**src/rtl/ssp_pkg.sv**
```systemverilog
package ssp_pkg;

    // Register byte offsets
    localparam logic [7:0] SSP_OFF_CTRL = 8'h00;
    localparam logic [7:0] SSP_OFF_BAUD = 8'h04;
    localparam logic [7:0] SSP_OFF_BUF = 8'h08;
    localparam logic [7:0] SSP_OFF_STAT = 8'h0C;

    // Control register field positions
    localparam int SSP_CTRL_WCOL = 7;
    localparam int SSP_CTRL_OVF = 6;
    localparam int SSP_CTRL_EN = 5;
    localparam int SSP_CTRL_CKP = 4;
    localparam int SSP_CTRL_MODE_LSB = 0;

    // Status register field positions
    localparam int SSP_STAT_FULL = 0;
    localparam int SSP_STAT_BUSY = 1;
    localparam int SSP_STAT_CFG_BAD = 2;
    localparam int SSP_STAT_SCL = 3;

    // Values after reset
    localparam logic [3:0] SSP_RST_MODE = 4'h0;
    localparam logic [7:0] SSP_RST_BAUD = 8'h00;
    localparam logic [7:0] SSP_RST_BYTE = 8'h00;

    // Operating mode codes
    localparam logic [3:0] SSP_M_SPI_FOSC4 = 4'h0;
    localparam logic [3:0] SSP_M_SPI_FOSC16 = 4'h1;
    localparam logic [3:0] SSP_M_SPI_FOSC64 = 4'h2;
    localparam logic [3:0] SSP_M_SPI_TMR = 4'h3;
    localparam logic [3:0] SSP_M_SPI_SLV_SS = 4'h4;
    localparam logic [3:0] SSP_M_SPI_SLV_NOSS = 4'h5;
    localparam logic [3:0] SSP_M_I2C_SLV7 = 4'h6;
    localparam logic [3:0] SSP_M_I2C_SLV10 = 4'h7;
    localparam logic [3:0] SSP_M_I2C_MST = 4'h8;
    localparam logic [3:0] SSP_M_SPI_BAUD = 4'hA;
    localparam logic [3:0] SSP_M_I2C_FW = 4'hB;
    localparam logic [3:0] SSP_M_I2C_SLV7_SP = 4'hE;
    localparam logic [3:0] SSP_M_I2C_SLV10_SP = 4'hF;

    // Half periods of the serial clock in system clock cycles, then the I2C baud minimum, last edge and last bit
    localparam logic [9:0] SSP_HALF_FOSC4 = 10'h002;
    localparam logic [9:0] SSP_HALF_FOSC16 = 10'h008;
    localparam logic [9:0] SSP_HALF_FOSC64 = 10'h020;
    localparam logic [7:0] SSP_I2C_BAUD_MIN = 8'h03;
    localparam logic [3:0] SSP_LAST_EDGE = 4'hF;
    localparam logic [2:0] SSP_LAST_BIT = 3'h7;

    typedef struct packed {
        logic psel;
        logic penable;
        logic pwrite;
        logic [7:0] paddr;
        logic [31:0] pwdata;
    } ssp_apb_req_s;

    // Configuration handed to the external I2C sequencer
    typedef struct packed {
        logic slave;
        logic master;
        logic fw_master;
        logic addr10;
        logic start_stop_irq;
    } ssp_i2c_cfg_s;

    typedef enum logic [1:0] {
        SSP_ST_IDLE = 2'b01,
        SSP_ST_SHIFT = 2'b10
    } ssp_state_e;

endpackage : ssp_pkg

```
**src/rtl/ssp_clkdiv.sv**
```systemverilog
`timescale 1ns/10ps
`default_nettype none
module ssp_clkdiv (
    input wire logic i_mclk,
    input wire logic i_rst_n,
    input wire logic i_ce,
    input wire logic i_run,
    input wire logic [9:0] i_half,
    input wire logic i_use_ext,
    input wire logic i_ext_tick,
    output logic o_tick
);
    logic [9:0] cnt;
    logic wrap;

    assign wrap = (cnt >= i_half - 10'h001);
    assign o_tick = i_run && (i_use_ext ? i_ext_tick : wrap);

    // Counter restarts whenever the engine is idle so the first half period is full length
    always_ff @(posedge i_mclk or negedge i_rst_n) begin
        if (!i_rst_n) begin
            cnt <= 10'h000;
        end else if (i_ce) begin
            if (!i_run || wrap) begin
                cnt <= 10'h000;
            end else begin
                cnt <= cnt + 10'h001;
            end
        end
    end
endmodule : ssp_clkdiv
`default_nettype wire

```
**src/rtl/ssp_ctrl.sv**
```systemverilog
// Contract
// - SPI slave sets overflow when a byte completes while buffer is unread.
// - SPI master never sets the overflow flag.
// - SPI master starts a transfer only when software writes the buffer.
// - I2C sets overflow when a byte arrives while buffer still full.
// - SPI enable claims clock, data and select pins; clearing releases them.
// - I2C enable claims the data and clock lines.
// - SPI clock polarity bit sets the serial clock idle level.
// - Codes 1111/1110 select I2C slave 10/7-bit with start/stop interrupts.
// - Codes 0111/0110 select I2C slave 10/7-bit without start/stop interrupts.
// - Code 1000 is I2C master, fosc/(4*(baud+1)); baud 0..2 unsupported.
// - Code 1010 is SPI master, fosc/(4*(baud+1)); baud 0 unsupported.
`timescale 1ns/10ps
`default_nettype none
module ssp_ctrl (
    input wire logic i_mclk,
    input wire logic i_rst_n,
    input wire logic i_ce,
    input wire ssp_pkg::ssp_apb_req_s i_apb,
    output logic [31:0] o_prdata,
    output logic o_pready,
    output logic o_pslverr,
    input wire logic i_sck,
    output logic o_sck,
    output logic o_sck_oe,
    output logic o_sdo,
    output logic o_sdo_oe,
    input wire logic i_sdi,
    input wire logic i_ss_n,
    input wire logic i_scl,
    output logic o_scl,
    output logic o_scl_oe,
    input wire logic i_timer_match,
    input wire logic i_i2c_rx_valid,
    input wire logic [7:0] i_i2c_rx_byte,
    output ssp_pkg::ssp_i2c_cfg_s o_i2c_cfg,
    output logic o_i2c_bit_tick,
    output logic o_spi_pins_owned,
    output logic o_i2c_pins_owned
);
    import ssp_pkg::*;

    logic wcol, ovf, en, clock_polarity_bit;
    logic [3:0] mode;
    logic [7:0] baud;
    logic [7:0] rx_buf;
    logic buf_full;
    ssp_state_e state;
    logic [7:0] tx_sh, rx_sh;
    logic [3:0] edge_cnt;
    logic [2:0] bit_cnt;
    logic sck_q, sck_d;
    logic [3:0] pin_s;
    logic sck_s, sdi_s, ss_n_s, scl_s;
    logic spi_master, spi_slave, i2c_slave, i2c_any, slave_sel;
    logic cfg_bad, run_div, tick;
    logic [9:0] half, baud_half;
    logic acc, wr, rd, wr_ctrl, wr_buf, rd_buf, addr_ok;
    logic slave_lead, slave_trail, slave_done, master_done, byte_done;
    logic [7:0] byte_in;
    logic [31:0] next_rdata;

    ssp_sync #(.W(4)) u_sync (
        .i_mclk(i_mclk),
        .i_rst_n(i_rst_n),
        .i_ce(i_ce),
        .i_async({i_sck, i_sdi, i_ss_n, i_scl}),
        .o_sync(pin_s)
    );
    assign {sck_s, sdi_s, ss_n_s, scl_s} = pin_s;

    // Mode decode
    assign spi_master = en && (mode == SSP_M_SPI_FOSC4 || mode == SSP_M_SPI_FOSC16 ||
        mode == SSP_M_SPI_FOSC64 || mode == SSP_M_SPI_TMR || mode == SSP_M_SPI_BAUD);
    assign spi_slave = en && (mode == SSP_M_SPI_SLV_SS || mode == SSP_M_SPI_SLV_NOSS);
    assign i2c_slave = en && (mode == SSP_M_I2C_SLV7 || mode == SSP_M_I2C_SLV10 ||
        mode == SSP_M_I2C_SLV7_SP || mode == SSP_M_I2C_SLV10_SP);
    assign o_i2c_cfg.slave = i2c_slave;
    assign o_i2c_cfg.master = en && mode == SSP_M_I2C_MST;
    assign o_i2c_cfg.fw_master = en && mode == SSP_M_I2C_FW;
    assign o_i2c_cfg.addr10 = i2c_slave && mode[0];
    assign o_i2c_cfg.start_stop_irq = i2c_slave && mode[3];
    assign i2c_any = i2c_slave || o_i2c_cfg.master || o_i2c_cfg.fw_master;
    // Select ignored in 0101; unselected slave neither shifts nor drives
    assign slave_sel = spi_slave && (mode == SSP_M_SPI_SLV_NOSS || !ss_n_s);

    // Baud setting outside the supported range is flagged, not corrected
    assign cfg_bad = (mode == SSP_M_I2C_MST && baud < SSP_I2C_BAUD_MIN) ||
        (mode == SSP_M_SPI_BAUD && baud == SSP_RST_BAUD);

    // Serial clock half period: fosc/(4*(baud+1)) gives 2*(baud+1) cycles per half
    assign baud_half = {9'({1'b0, baud} + 9'h001), 1'b0};
    always_comb begin
        half = SSP_HALF_FOSC4;
        if (mode == SSP_M_SPI_FOSC16) begin
            half = SSP_HALF_FOSC16;
        end else if (mode == SSP_M_SPI_FOSC64) begin
            half = SSP_HALF_FOSC64;
        end else if (mode == SSP_M_SPI_BAUD || mode == SSP_M_I2C_MST) begin
            half = baud_half;
        end
    end
    assign run_div = (spi_master && state == SSP_ST_SHIFT) || o_i2c_cfg.master;

    ssp_clkdiv u_div (
        .i_mclk(i_mclk),
        .i_rst_n(i_rst_n),
        .i_ce(i_ce),
        .i_run(run_div),
        .i_half(half),
        .i_use_ext(mode == SSP_M_SPI_TMR),
        .i_ext_tick(i_timer_match),
        .o_tick(tick)
    );
    assign o_i2c_bit_tick = tick && o_i2c_cfg.master;

    // APB slave: zero wait states, stalls only while the clock enable is low
    assign acc = i_apb.psel && i_apb.penable && i_ce;
    assign wr = acc && i_apb.pwrite;
    assign rd = acc && !i_apb.pwrite;
    assign addr_ok = i_apb.paddr == SSP_OFF_CTRL || i_apb.paddr == SSP_OFF_BAUD ||
        i_apb.paddr == SSP_OFF_BUF || i_apb.paddr == SSP_OFF_STAT;
    assign wr_ctrl = wr && i_apb.paddr == SSP_OFF_CTRL;
    assign wr_buf = wr && i_apb.paddr == SSP_OFF_BUF;
    assign rd_buf = rd && i_apb.paddr == SSP_OFF_BUF;
    assign o_pready = i_ce;
    assign o_pslverr = i_apb.psel && i_apb.penable && !addr_ok;

    always_comb begin
        next_rdata = 32'h0000_0000;
        if (i_apb.paddr == SSP_OFF_CTRL) begin
            next_rdata[SSP_CTRL_WCOL] = wcol;
            next_rdata[SSP_CTRL_OVF] = ovf;
            next_rdata[SSP_CTRL_EN] = en;
            next_rdata[SSP_CTRL_CKP] = clock_polarity_bit;
            next_rdata[SSP_CTRL_MODE_LSB +: 4] = mode;
        end else if (i_apb.paddr == SSP_OFF_BAUD) begin
            next_rdata[7:0] = baud;
        end else if (i_apb.paddr == SSP_OFF_BUF) begin
            next_rdata[7:0] = rx_buf;
        end else if (i_apb.paddr == SSP_OFF_STAT) begin
            next_rdata[SSP_STAT_FULL] = buf_full;
            next_rdata[SSP_STAT_BUSY] = state == SSP_ST_SHIFT;
            next_rdata[SSP_STAT_CFG_BAD] = cfg_bad;
            next_rdata[SSP_STAT_SCL] = scl_s;
        end
    end

    // Read data is captured in the setup cycle
    always_ff @(posedge i_mclk or negedge i_rst_n) begin
        if (!i_rst_n) begin
            o_prdata <= 32'h0000_0000;
        end else if (i_ce && i_apb.psel && !i_apb.penable) begin
            o_prdata <= next_rdata;
        end
    end

    always_ff @(posedge i_mclk or negedge i_rst_n) begin
        if (!i_rst_n) begin
            en <= 1'b0;
            clock_polarity_bit <= 1'b0;
            mode <= SSP_RST_MODE;
            baud <= SSP_RST_BAUD;
        end else if (wr_ctrl) begin
            en <= i_apb.pwdata[SSP_CTRL_EN];
            clock_polarity_bit <= i_apb.pwdata[SSP_CTRL_CKP];
            mode <= i_apb.pwdata[SSP_CTRL_MODE_LSB +: 4];
        end else if (wr && i_apb.paddr == SSP_OFF_BAUD) begin
            baud <= i_apb.pwdata[7:0];
        end
    end

    // SPI slave edge detect on the synchronised clock; leading edge leaves idle level
    assign slave_lead = slave_sel && sck_s != sck_d && sck_d == clock_polarity_bit;
    assign slave_trail = slave_sel && sck_s != sck_d && sck_d != clock_polarity_bit;
    assign slave_done = slave_lead && bit_cnt == SSP_LAST_BIT;
    assign master_done = spi_master && state == SSP_ST_SHIFT && tick && edge_cnt == SSP_LAST_EDGE;
    assign byte_done = i_ce && (master_done || slave_done || (i2c_any && i_i2c_rx_valid));
    assign byte_in = i2c_any ? i_i2c_rx_byte : (slave_done ? {rx_sh[6:0], sdi_s} : rx_sh);

    // Shift engine
    always_ff @(posedge i_mclk or negedge i_rst_n) begin
        if (!i_rst_n) begin
            state <= SSP_ST_IDLE;
            tx_sh <= SSP_RST_BYTE;
            rx_sh <= SSP_RST_BYTE;
            edge_cnt <= 4'h0;
            bit_cnt <= 3'h0;
            sck_q <= 1'b0;
            sck_d <= 1'b1;
        end else if (i_ce) begin
            sck_d <= sck_s;
            if (!en) begin
                state <= SSP_ST_IDLE;
                edge_cnt <= 4'h0;
                bit_cnt <= 3'h0;
                sck_q <= clock_polarity_bit;
            end else if (spi_master) begin
                case (state)
                    SSP_ST_IDLE: begin
                        sck_q <= clock_polarity_bit;
                        if (wr_buf) begin
                            tx_sh <= i_apb.pwdata[7:0];
                            edge_cnt <= 4'h0;
                            state <= SSP_ST_SHIFT;
                        end
                    end
                    SSP_ST_SHIFT: begin
                        if (tick) begin
                            sck_q <= ~sck_q;
                            edge_cnt <= edge_cnt + 4'h1;
                            if (!edge_cnt[0]) begin
                                rx_sh <= {rx_sh[6:0], sdi_s};
                            end else begin
                                tx_sh <= {tx_sh[6:0], 1'b0};
                            end
                            if (edge_cnt == SSP_LAST_EDGE) begin
                                state <= SSP_ST_IDLE;
                            end
                        end
                    end
                    default: state <= SSP_ST_IDLE;
                endcase
            end else begin
                state <= SSP_ST_IDLE;
                if (wr_buf) begin
                    tx_sh <= i_apb.pwdata[7:0];
                end else if (slave_trail) begin
                    tx_sh <= {tx_sh[6:0], 1'b0};
                end
                if (!slave_sel) begin
                    bit_cnt <= 3'h0;
                end else if (slave_lead) begin
                    rx_sh <= {rx_sh[6:0], sdi_s};
                    bit_cnt <= bit_cnt + 3'h1;
                end
            end
        end
    end

    // Receive buffer and flags; a hardware set wins over a software clear
    always_ff @(posedge i_mclk or negedge i_rst_n) begin
        if (!i_rst_n) begin
            rx_buf <= SSP_RST_BYTE;
            buf_full <= 1'b0;
            ovf <= 1'b0;
            wcol <= 1'b0;
        end else if (i_ce) begin
            if (byte_done && buf_full && !spi_master) begin
                ovf <= 1'b1;
            end else if (wr_ctrl && !i_apb.pwdata[SSP_CTRL_OVF]) begin
                ovf <= 1'b0;
            end
            // Master may overwrite: a new byte only follows a buffer write
            if (byte_done && (!buf_full || spi_master)) begin
                rx_buf <= byte_in;
                buf_full <= 1'b1;
            end else if (rd_buf) begin
                buf_full <= 1'b0;
            end
            if (wr_buf && state == SSP_ST_SHIFT) begin
                wcol <= 1'b1;
            end else if (wr_ctrl && !i_apb.pwdata[SSP_CTRL_WCOL]) begin
                wcol <= 1'b0;
            end
        end
    end

    // Pin ownership and drive
    assign o_spi_pins_owned = en && (spi_master || spi_slave);
    assign o_i2c_pins_owned = en && i2c_any;
    assign o_sck = sck_q;
    assign o_sck_oe = spi_master;
    assign o_sdo = tx_sh[7];
    assign o_sdo_oe = spi_master || slave_sel;
    assign o_scl = 1'b0;
    // Stretch holds the line low until software sets the polarity bit
    assign o_scl_oe = i2c_slave && !clock_polarity_bit;
endmodule : ssp_ctrl
`default_nettype wire

```
**src/rtl/ssp_sync.sv**
```systemverilog
`timescale 1ns/10ps
`default_nettype none
module ssp_sync #(
    parameter int W = 1
) (
    input wire logic i_mclk,
    input wire logic i_rst_n,
    input wire logic i_ce,
    input wire logic [W-1:0] i_async,
    output logic [W-1:0] o_sync
);
    logic [W-1:0] meta;

    always_ff @(posedge i_mclk or negedge i_rst_n) begin
        if (!i_rst_n) begin
            meta <= '1;
            o_sync <= '1;
        end else if (i_ce) begin
            meta <= i_async;
            o_sync <= meta;
        end
    end
endmodule : ssp_sync
`default_nettype wire
```
**config.mk**
```make
export PLATFORM = sky130hd
export DESIGN_NAME = ssp_ctrl
export DESIGN_NICKNAME = d
export VERILOG_FILES = /design/src/rtl/ssp_pkg.sv /design/src/rtl/ssp_clkdiv.sv /design/src/rtl/ssp_ctrl.sv /design/src/rtl/ssp_sync.sv
export SDC_FILE = /design/constraint.sdc
export NUM_CORES = 1
export LEC_CHECK = 0
export ABC_AREA = 0
export BUFFER_PORTS_ARGS = -buffer_cell sky130_fd_sc_hd__buf_2
export CORE_ASPECT_RATIO = 0.75
export CORE_UTILIZATION = 40
export DETAILED_ROUTE_END_ITERATION = 7
export GPL_TIMING_DRIVEN = 0
export PLACE_DENSITY = 0.61
export SLEW_MARGIN = 30
export SYNTH_ARGS = -nofsm -noshare
export SYNTH_HDL_FRONTEND = slang
export SYNTH_SLANG_ARGS = --single-unit
```
**constraint.sdc**
```tcl
create_clock -name i_mclk -period 12.7 [get_ports i_mclk]
set_input_delay 0.635 -clock i_mclk [delete_from_list [all_inputs] [get_ports i_mclk]]
set_output_delay 0.635 -clock i_mclk [all_outputs]
set_load 0.05 [all_outputs]
```
==> results.txt, run 1 <==
- The multi-input combinational cells in the finished layout cover a total of 2700 µm².
- Root Driver: sky130_fd_sc_hd__clkbuf_16
- Buffers inserted during clock tree synthesis total 9.
- The first global-routing pass estimated 19600 µm of wire.
- Diodes inserted: 0
- End of the worst register-to-register path: rx_sh[6]
* Clk Latency, worst-skew pair: 340 ps
- Post-synthesis instance total: 483
* Post CTS Setup Buffer Count: 0
* Reg area: 1960 µm²
- For this run, the share of the core covered by cells in the final layout is 0.496.
* Minimum setup slack in the final design: 7450 ps
- Compared with the post-synthesis result, the final layout area differs by 18.9%.
- Clock tree buffer depth: 2
* Vias after detailed routing: 3951
- Power per cell area: 111 nW/µm²
- The congestion estimate from routability-driven global placement came to 0.849.
- The via count of the first global-routing pass is 3688.
- The critical path in this run is classified as reg -> out.
* Top fanout value on the critical path: 7
* Share of the cycle needed by the critical path after routing: 0.413
- Wires add up to 12200 µm.
- Kind of end point of the critical path: primary output
- Filler cell count in the final layout: 1133
* TritonCTS clock tree: yes
* Clk slew on worst S/H paths: 70 ps
- Unrepaired setup endpoints after global routing: no
* Starting density of the core: 0.417
* Number of synthesized register bits: 78
- Total DRC errors in the routed layout: 0
* Average cell area after synthesis: 10.2 µm²
- The worst register-to-register path has a setup slack of 7830 ps.
* Leading area contributor after synthesis: sky130_fd_sc_hd__dfrtp_1
- Prior to clock tree synthesis, the placed netlist has a worst setup slack of 7970 ps.
- Top-Level Pins: 108
- Number of antenna violations at the first check in global routing: 0
- Across every metal layer, demand over resource in global routing totals 0.203.
- Adding up every negative setup slack in the final design gives 0 ps.
- Core Rows: 34
- Post-synthesis cell area: 4920 µm²
- DIE HEIGHT: 98.0 µm
- The number of hold violations in the final report was 0.
- CTS Sinks: 78
* Kind of path behind the tightest hold check: in -> async
- STA classifies the critical path startpoint as a register.
- Library cell with the highest instance count after synthesis: sky130_fd_sc_hd__dfrtp_1
* Fmax: 191 MHz
- In this run the critical register-to-register path is launched from baud[0].
- The share of the Yosys chip area taken by registers is 0.400.
- Final Skew: 10.5 ps
- Iter 0 DRT Violations: 311
* Total gr overflow: 0
* Number of maximum-capacitance violations: 0
- After detailed routing, the average wire length per cell comes to 16.5 µm.
- Entering global routing, the biggest net connects 45 pins.
* Post-synth cell types: 63
- For this run, asynchronously set or reset flops after synthesis account for 1.00.
* Slowest stage cell, crit path: sky130_fd_sc_hd__nor4_1
- At the worst endpoint, the arrival time is 4610 ps.
* Number of warning messages in the yosys log: 0
- Worst slew margin relative to its limit: 0.373
* Top cell types by occurrence after synthesis: 68 x sky130_fd_sc_hd__dfrtp_1, 55 x sky130_fd_sc_hd__mux2_2, 46 x sky130_fd_sc_hd__nand2_1, 29 x sky130_fd_sc_hd__buf_4, 28 x sky130_fd_sc_hd__o21ai_0
- Final antenna-violating net count: 0
- Cell types with the largest area share after synthesis: sky130_fd_sc_hd__dfrtp_1 35%, sky130_fd_sc_hd__mux2_2 13%, sky130_fd_sc_hd__dfstp_2 5.3%
- The HPWL after detailed placement is 9440 µm.
* Maximum level of the CTS H-tree: 3
- Worst stage delay on the critical path: 780 ps
- Horizontal extent of the die: 130 µm
* Number of buffers added on ports: 58
- Required time of the critical path: 12060 ps
- Cell chain of the critical path: ha_1 > nand3_1 > xnor2_1 > a2111oi_1 > nor3_1 > xor2_1 > ha_1 > a211oi_1 > nor2_1 > nor4_1 > or2_2 > nor4_1 > buf_2
* Min Tclk post-route: 5250 ps
* Pleak: 2.75 nW
- After floorplanning, the core was sized to cover 11800 µm².
- Peak supply drop: 0.0624 mV
- The total count of max-transition violations in the final report is 0.
* Nets: 653
- Number of buffers inserted by hold repair at cts: 0
* Layout cells sized above 1: 0.332
* Result of the run: completed
- R2R depth: 13
- 1st-pass router iterations: 5
- After detailed routing, the number of vias per cell comes to 5.31.
* Leading register cell type out of synthesis: sky130_fd_sc_hd__dfrtp_1
- Of the post-synthesis cell area, the dominant cell type holds 0.346.
* Post-cts repair resize count: 0
- For the pin with the worst max-slew slack, the measured transition is 932 ps.
* Total die area: 12700 µm²
* Count of endpoints failing setup in the final report: 0
* Post-synth EDFFs: 0
## layer usage
| metal | global-route usage | routed length, µm | vias up |
|---|---|---|---|
| met2 | 0.301 | 5290 | 154 |
| met1 | 0.303 | 5890 | 1902 |
| met5 | 0 | 0 | - |
| met3 | 0.0400 | 922 | 13 |
| li1 | - | - | 1882 |
| met4 | 0.0483 | 139 | 0 |
## flip-flops by register name (all words and copies together) (netlist names)
register / cells
u_div.cnt: 10
baud: 8
o_prdata: 8
rx_buf: 8
rx_sh: 8
tx_sh: 8
edge_cnt: 4
mode: 4
u_sync.meta: 4
u_sync.o_sync: 4
bit_cnt: 3
state: 2
buf_full: 1
clock_polarity_bit: 1
en: 1
o_sck: 1
ovf: 1
sck_d: 1
wcol: 1
## how the worst max path moves through the flow
stage | from | endpoint | depth (start not counted)
2_1_floorplan | baud[0] | o_i2c_bit_tick | 12
3_3_place_gp | baud[0] | o_i2c_bit_tick | 13
3_5_place_dp | baud[0] | o_i2c_bit_tick | 13
4_1_cts | baud[0] | o_i2c_bit_tick | 13
5_1_grt | baud[0] | o_i2c_bit_tick | 13
6_report | baud[0] | o_i2c_bit_tick | 13
## critical path: cells and delay by family (launching register included)
family | cells | cell delay (ps)
AO/OA/AOI/OAI | 2 | 1010
XOR/XNOR | 2 | 380
adder cells (fa/ha/maj) | 2 | 570
buffers and inverters | 1 | 220
flip-flops | 1 | 490
AND/OR/NAND/NOR | 6 | 1590
## cell families after synthesis
kind of cell	share of synthesized area
compound gates	0.105
other cells	0.000763
fa+ha+maj	0.0407
mux	0.188
simple gates	0.169
buf+inv	0.0692
xor+xnor	0.0285
flops	0.400
## cell type report
type | count | area share
plain buffers | 45 | 0.0480
clock buffers | 9 | 0.0385
clock inverters | 7 | 0.0165
inverters | 16 | 0.0103
multi-input cells | 368 | 0.462
flip-flops and latches | 78 | 0.336
well taps | 162 | 0.0347
repair buffers | 59 | 0.0535
## through the flow
stage	hold slack (ps)	cells	area (µm²)	power [mW]
3_3_place_gp	475	727	5500	0.372
5_1_grt	276	744	5840	0.677
4_1_cts	256	744	5840	0.658
3_5_place_dp	477	728	5520	0.376
6_report	243	744	5840	0.649
2_1_floorplan	339	507	5010	0.347
## report_power, final
group          switching, mW  internal (mW)
clock network          0.105          0.173
logic                 0.0532         0.0370
registers             0.0121          0.269
total                  0.170          0.479
## placed cells by master, fill, tap and decap left out, types with 3 or more instances in the layout
master,instances
sky130_fd_sc_hd__a21o_1,3
sky130_fd_sc_hd__mux4_2,4
sky130_fd_sc_hd__mux2i_1,19
sky130_fd_sc_hd__buf_4,30
sky130_fd_sc_hd__nor3b_1,3
sky130_fd_sc_hd__and3_1,3
sky130_fd_sc_hd__conb_1,25
sky130_fd_sc_hd__o22ai_1,3
sky130_fd_sc_hd__buf_2,59
sky130_fd_sc_hd__nand3b_1,5
sky130_fd_sc_hd__nor3_1,8
sky130_fd_sc_hd__or3_1,3
sky130_fd_sc_hd__nand4_1,8
sky130_fd_sc_hd__xnor2_1,6
sky130_fd_sc_hd__xor2_1,10
sky130_fd_sc_hd__nor2_1,23
sky130_fd_sc_hd__a22o_1,4
sky130_fd_sc_hd__or2_2,3
sky130_fd_sc_hd__clkbuf_16,9
sky130_fd_sc_hd__a21oi_1,19
sky130_fd_sc_hd__nand2_1,46
sky130_fd_sc_hd__inv_1,16
sky130_fd_sc_hd__nand3_1,15
sky130_fd_sc_hd__nand2b_1,7
sky130_fd_sc_hd__a211oi_1,5
sky130_fd_sc_hd__nor2b_1,4
sky130_fd_sc_hd__nor4_1,7
sky130_fd_sc_hd__o21ai_0,28
sky130_fd_sc_hd__mux2_2,55
sky130_fd_sc_hd__ha_1,16
sky130_fd_sc_hd__clkbuf_1,12
sky130_fd_sc_hd__dfstp_2,10
sky130_fd_sc_hd__dfrtp_1,68
Note: power is estimated with default switching activity, not from simulation.
==> inputs of run 2 (changes only) <==
Settings changed: PLACE_DENSITY 0.61 to 0.63.
Clock period 12.7 ns to 4.45 ns, I/O delays scaled along.
==> run 2 against run 1 <==
  * Combinational power increased to 2.9 times the previous value
  * Register-to-register slack got worse by 7500 ps
  * Count of clock-buffer cells in the layout increased by 3
  * Cell count increased by 0.27%
  * Routed wire length decreased by 0.17%
  * Global-route usage about the same
  * Sequential share of layout area decreased by 0.74 points
  * Critical path depth increased by 1
  * Largest power group is now the clock network
  * Clock power increased to 3.0 times the previous value
==> results.txt, run 2 (synthesis results as in run 1) <==
- Result of the run: completed
- Clock power frac: 0.436 (+0.008)
- For this run, the top clock speed supported by timing is 237 MHz.
- The aggregate negative setup slack was 0 ps (unchanged).
* GP Congestion: 0.850 (+0.13%)
- Final number of max-transition violations: 0 (unchanged)
- The core area is 11800 µm² (unchanged).
* Worst stage delay on the critical path: 490 ps (-290 ps)
* Routed wire per std cell: 16.4 µm (-0.44%)
* Core Rows: 34 (unchanged)
- Total DRC errors in the routed layout: 0 (unchanged)
- Subtracting the final worst setup slack from the clock period gives 4220 ps.
* Cell chain of the critical path: ha_1 > nand3_1 > xnor2_1 > a2111oi_4 > nor2_1 > nor4bb_2 > xor2_1 > ha_1 > o21ai_0 > nor2_2 > o22ai_1 > or2_2 > nor4_2 > buf_4
- Class of the most critical setup path: reg -> out
* Buf/Inv on CP: 1 (unchanged)
* Top-Level Pins: 108 (unchanged)
- The overflow left after global routing was 0 (unchanged).
- STA classifies the critical path startpoint as a register.
- Ranked by flip-flop count, first place goes to u_div.cnt.
* Fin Hold WS: 116 ps (-127 ps)
- The all-layer global routing usage came to 0.204 (+0.000447).
- The number of setup violations in the final report is 0 (unchanged).
- The net count of the finished layout was 655 (+0.31%).
- Among cell families on the critical path, the largest total delay comes from simple AND/OR/NAND/NOR gates.
- The max-cap violation count was 0 (unchanged).
* Number of global-route vias before repair: 3770 (+2.2%)
- Final antenna-violating net count: 0 (unchanged)
* Sum of routed wire length over all layers: 12200 µm (-0.17%)
- The effective utilization at floorplan came to 0.417 (unchanged).
* Combinational power share: 0.138 (about the same)
- The final HPWL from detailed placement is 9260 µm (-1.9%).
* Pin count of the biggest net entering global routing: 50 (+11%)
- DIE HEIGHT: 98.0 µm (unchanged)
* Layout cells sized above 1: 0.349 (+0.0177)
* Slowest stage cell, crit path: sky130_fd_sc_hd__dfrtp_1
- The total internal power came to 1.40 mW (+190%).
- Final Skew: 4.65 ps (-5.86 ps)
- Leaving out fill and tap cells, the most frequent cell in the layout is sky130_fd_sc_hd__dfrtp_1.
- Clock tree synthesis selected as its root buffer the cell sky130_fd_sc_hd__clkbuf_16.
- The relative slew slack is 0.463 (+0.0901).
- Clock tree buffer depth: 2 (unchanged)
- The floorplan die area came to 12700 µm² (unchanged).
* Iter 0 DRT Violations: 247 (-21%)
* Kind of path behind the tightest hold check: in -> reg
* Clk Latency, worst-skew pair: 340 ps (about the same)
- The total power is 1.89 mW (+190%).
- Number of flip-flops under the largest register name: 10 (unchanged)
* 1st-pass router iterations: 4 (-1)
* Placed cell areas: 5540 µm² (+0.32%)
- The slew at the pin closest to its max-slew limit was 806 ps (-127 ps).
- Avg Vias per Cell: 5.38 (+1.2%)
- Highest-count cells in the layout ignoring fill and taps: 68 x sky130_fd_sc_hd__dfrtp_1, 58 x sky130_fd_sc_hd__buf_2, 55 x sky130_fd_sc_hd__mux2_2
- Peak supply drop: 0.173 mV (+180%)
* Post-synthesis to final-layout area growth: 21.6%
- TritonCTS built the clock tree.
- The number of hold violations in the final report came to 0 (unchanged).
- Crit-path most repeated cell: sky130_fd_sc_hd__ha_1
- The number of buffers inserted during clock tree synthesis was 9 (unchanged).
* Share of power burned in registers: 0.427 (-0.007)
* Share of the cycle needed by the critical path after routing: 0.948
* Horizontal extent of the die: 130 µm (unchanged)
- Sw power: 0.484 mW (+180%)
* Kind of end point of the critical path: primary output
* Top fanout value on the critical path: 7 (unchanged)
* Number of antenna violations at the first check in global routing: 0 (unchanged)
- Vias after detailed routing: 4010 (+1.5%)
* Number of buffers added on ports: 58 (unchanged)
* Required time of the critical path: 4230 ps (-7830 ps)
- Crit path arrival time: 4000 ps (-610 ps)
- Diodes inserted: 0 (unchanged)
* Post-route standard cell area excluding fillers: 5980 µm² (+2.2%)
- CTS Sinks: 78 (unchanged)
- The net switching fraction of the power came to 0.257 (-0.00548).
* Maximum level of the CTS H-tree: 3 (unchanged)
- The count of filler cells inserted in the layout came to 1086 (-4.1%).
- Clk slew on worst S/H paths: 60 ps (about the same)
- The global-route wire length before repair came to 19700 µm (+0.25%).
* Power per cell area: 316 nW/µm² (+180%)
- The leakage power of the design came to 2.81 nW (+2.2%).
## run 2: changes by cell type in the layout (fill, tap and decap cells not counted), moves of 2 or more
cell | previous run | this run
sky130_fd_sc_hd__clkbuf_2 | 0 | 2
sky130_fd_sc_hd__clkbuf_8 | 0 | 2
sky130_fd_sc_hd__clkinv_2 | 2 | 0
sky130_fd_sc_hd__nor2_1 | 23 | 21
sky130_fd_sc_hd__nor4_1 | 7 | 5
## run 2: per-stage QoR
| step | cells | setup WS [ps] | util |
|---|---|---|---|
| after global placement | 727 | -305 | 0.467 |
| after global routing | 746 | -4.97 | 0.507 |
| after detailed placement | 728 | -286 | 0.470 |
| final | 746 | 230 | 0.507 |
| after CTS | 745 | 69.2 | 0.501 |
| after floorplan | 507 | 309 | - |
## run 2: routing by layer
metal	global-route usage	up-vias	wire [µm]	share of wire
met5	0	-	0	0
met4	0.0725	0	220	0.018
met3	0.0438	15	735	0.060
met2	0.302	138	5360	0.44
met1	0.292	1981	5900	0.48
li1	-	1876	-	-
## run 2: path summary, 6_finish.rpt
path	from	to	slack (ps)	cells past startpoint
worst max-delay path	baud[0]	o_i2c_bit_tick	230	14
worst min-delay path	i_ss_n	u_sync.meta[1]	120	2
worst max register to register	baud[0]	tx_sh[1]	320	14
worst min register to register	o_prdata[7]	o_prdata[7]	490	2
max in group asynchronous	i_rst_n	u_sync.o_sync[0]	3530	3
min in group asynchronous	i_rst_n	edge_cnt[1]	330	2
## run 2: layout make-up
cell class | instances | area (µm²) | share of cell area
Clock inverter | 4 | 77.6 | 0.0130
Sequential cell | 78 | 1960 | 0.329
Timing Repair Buffer | 61 | 357 | 0.0597
Tap cell | 162 | 203 | 0.0339
Buffer | 45 | 283 | 0.0473
Multi-Input combinational cell | 368 | 2780 | 0.464
Inverter | 16 | 60.1 | 0.0101
Clock buffer | 12 | 256 | 0.0429
## run 2: power by group through the flow
stage                     Sequential [mW]  Clock [mW]  Combinational [mW]
after CTS                           0.804       0.838               0.259
after global placement              0.814           0               0.248
after detailed placement            0.816           0               0.257
after global routing                0.809       0.872               0.281
final                               0.805       0.822               0.259
after floorplan                     0.803           0               0.188
## run 2: timing repair
action | CTS | global route
endpoints found under the hold margin | 24 | 0
buffers inserted | 0 | 1
endpoints found under the setup margin | 18 | 25
gates resized for setup | 4 | 12
pin swaps | 0 | 1
hold buffers | 1 | 0
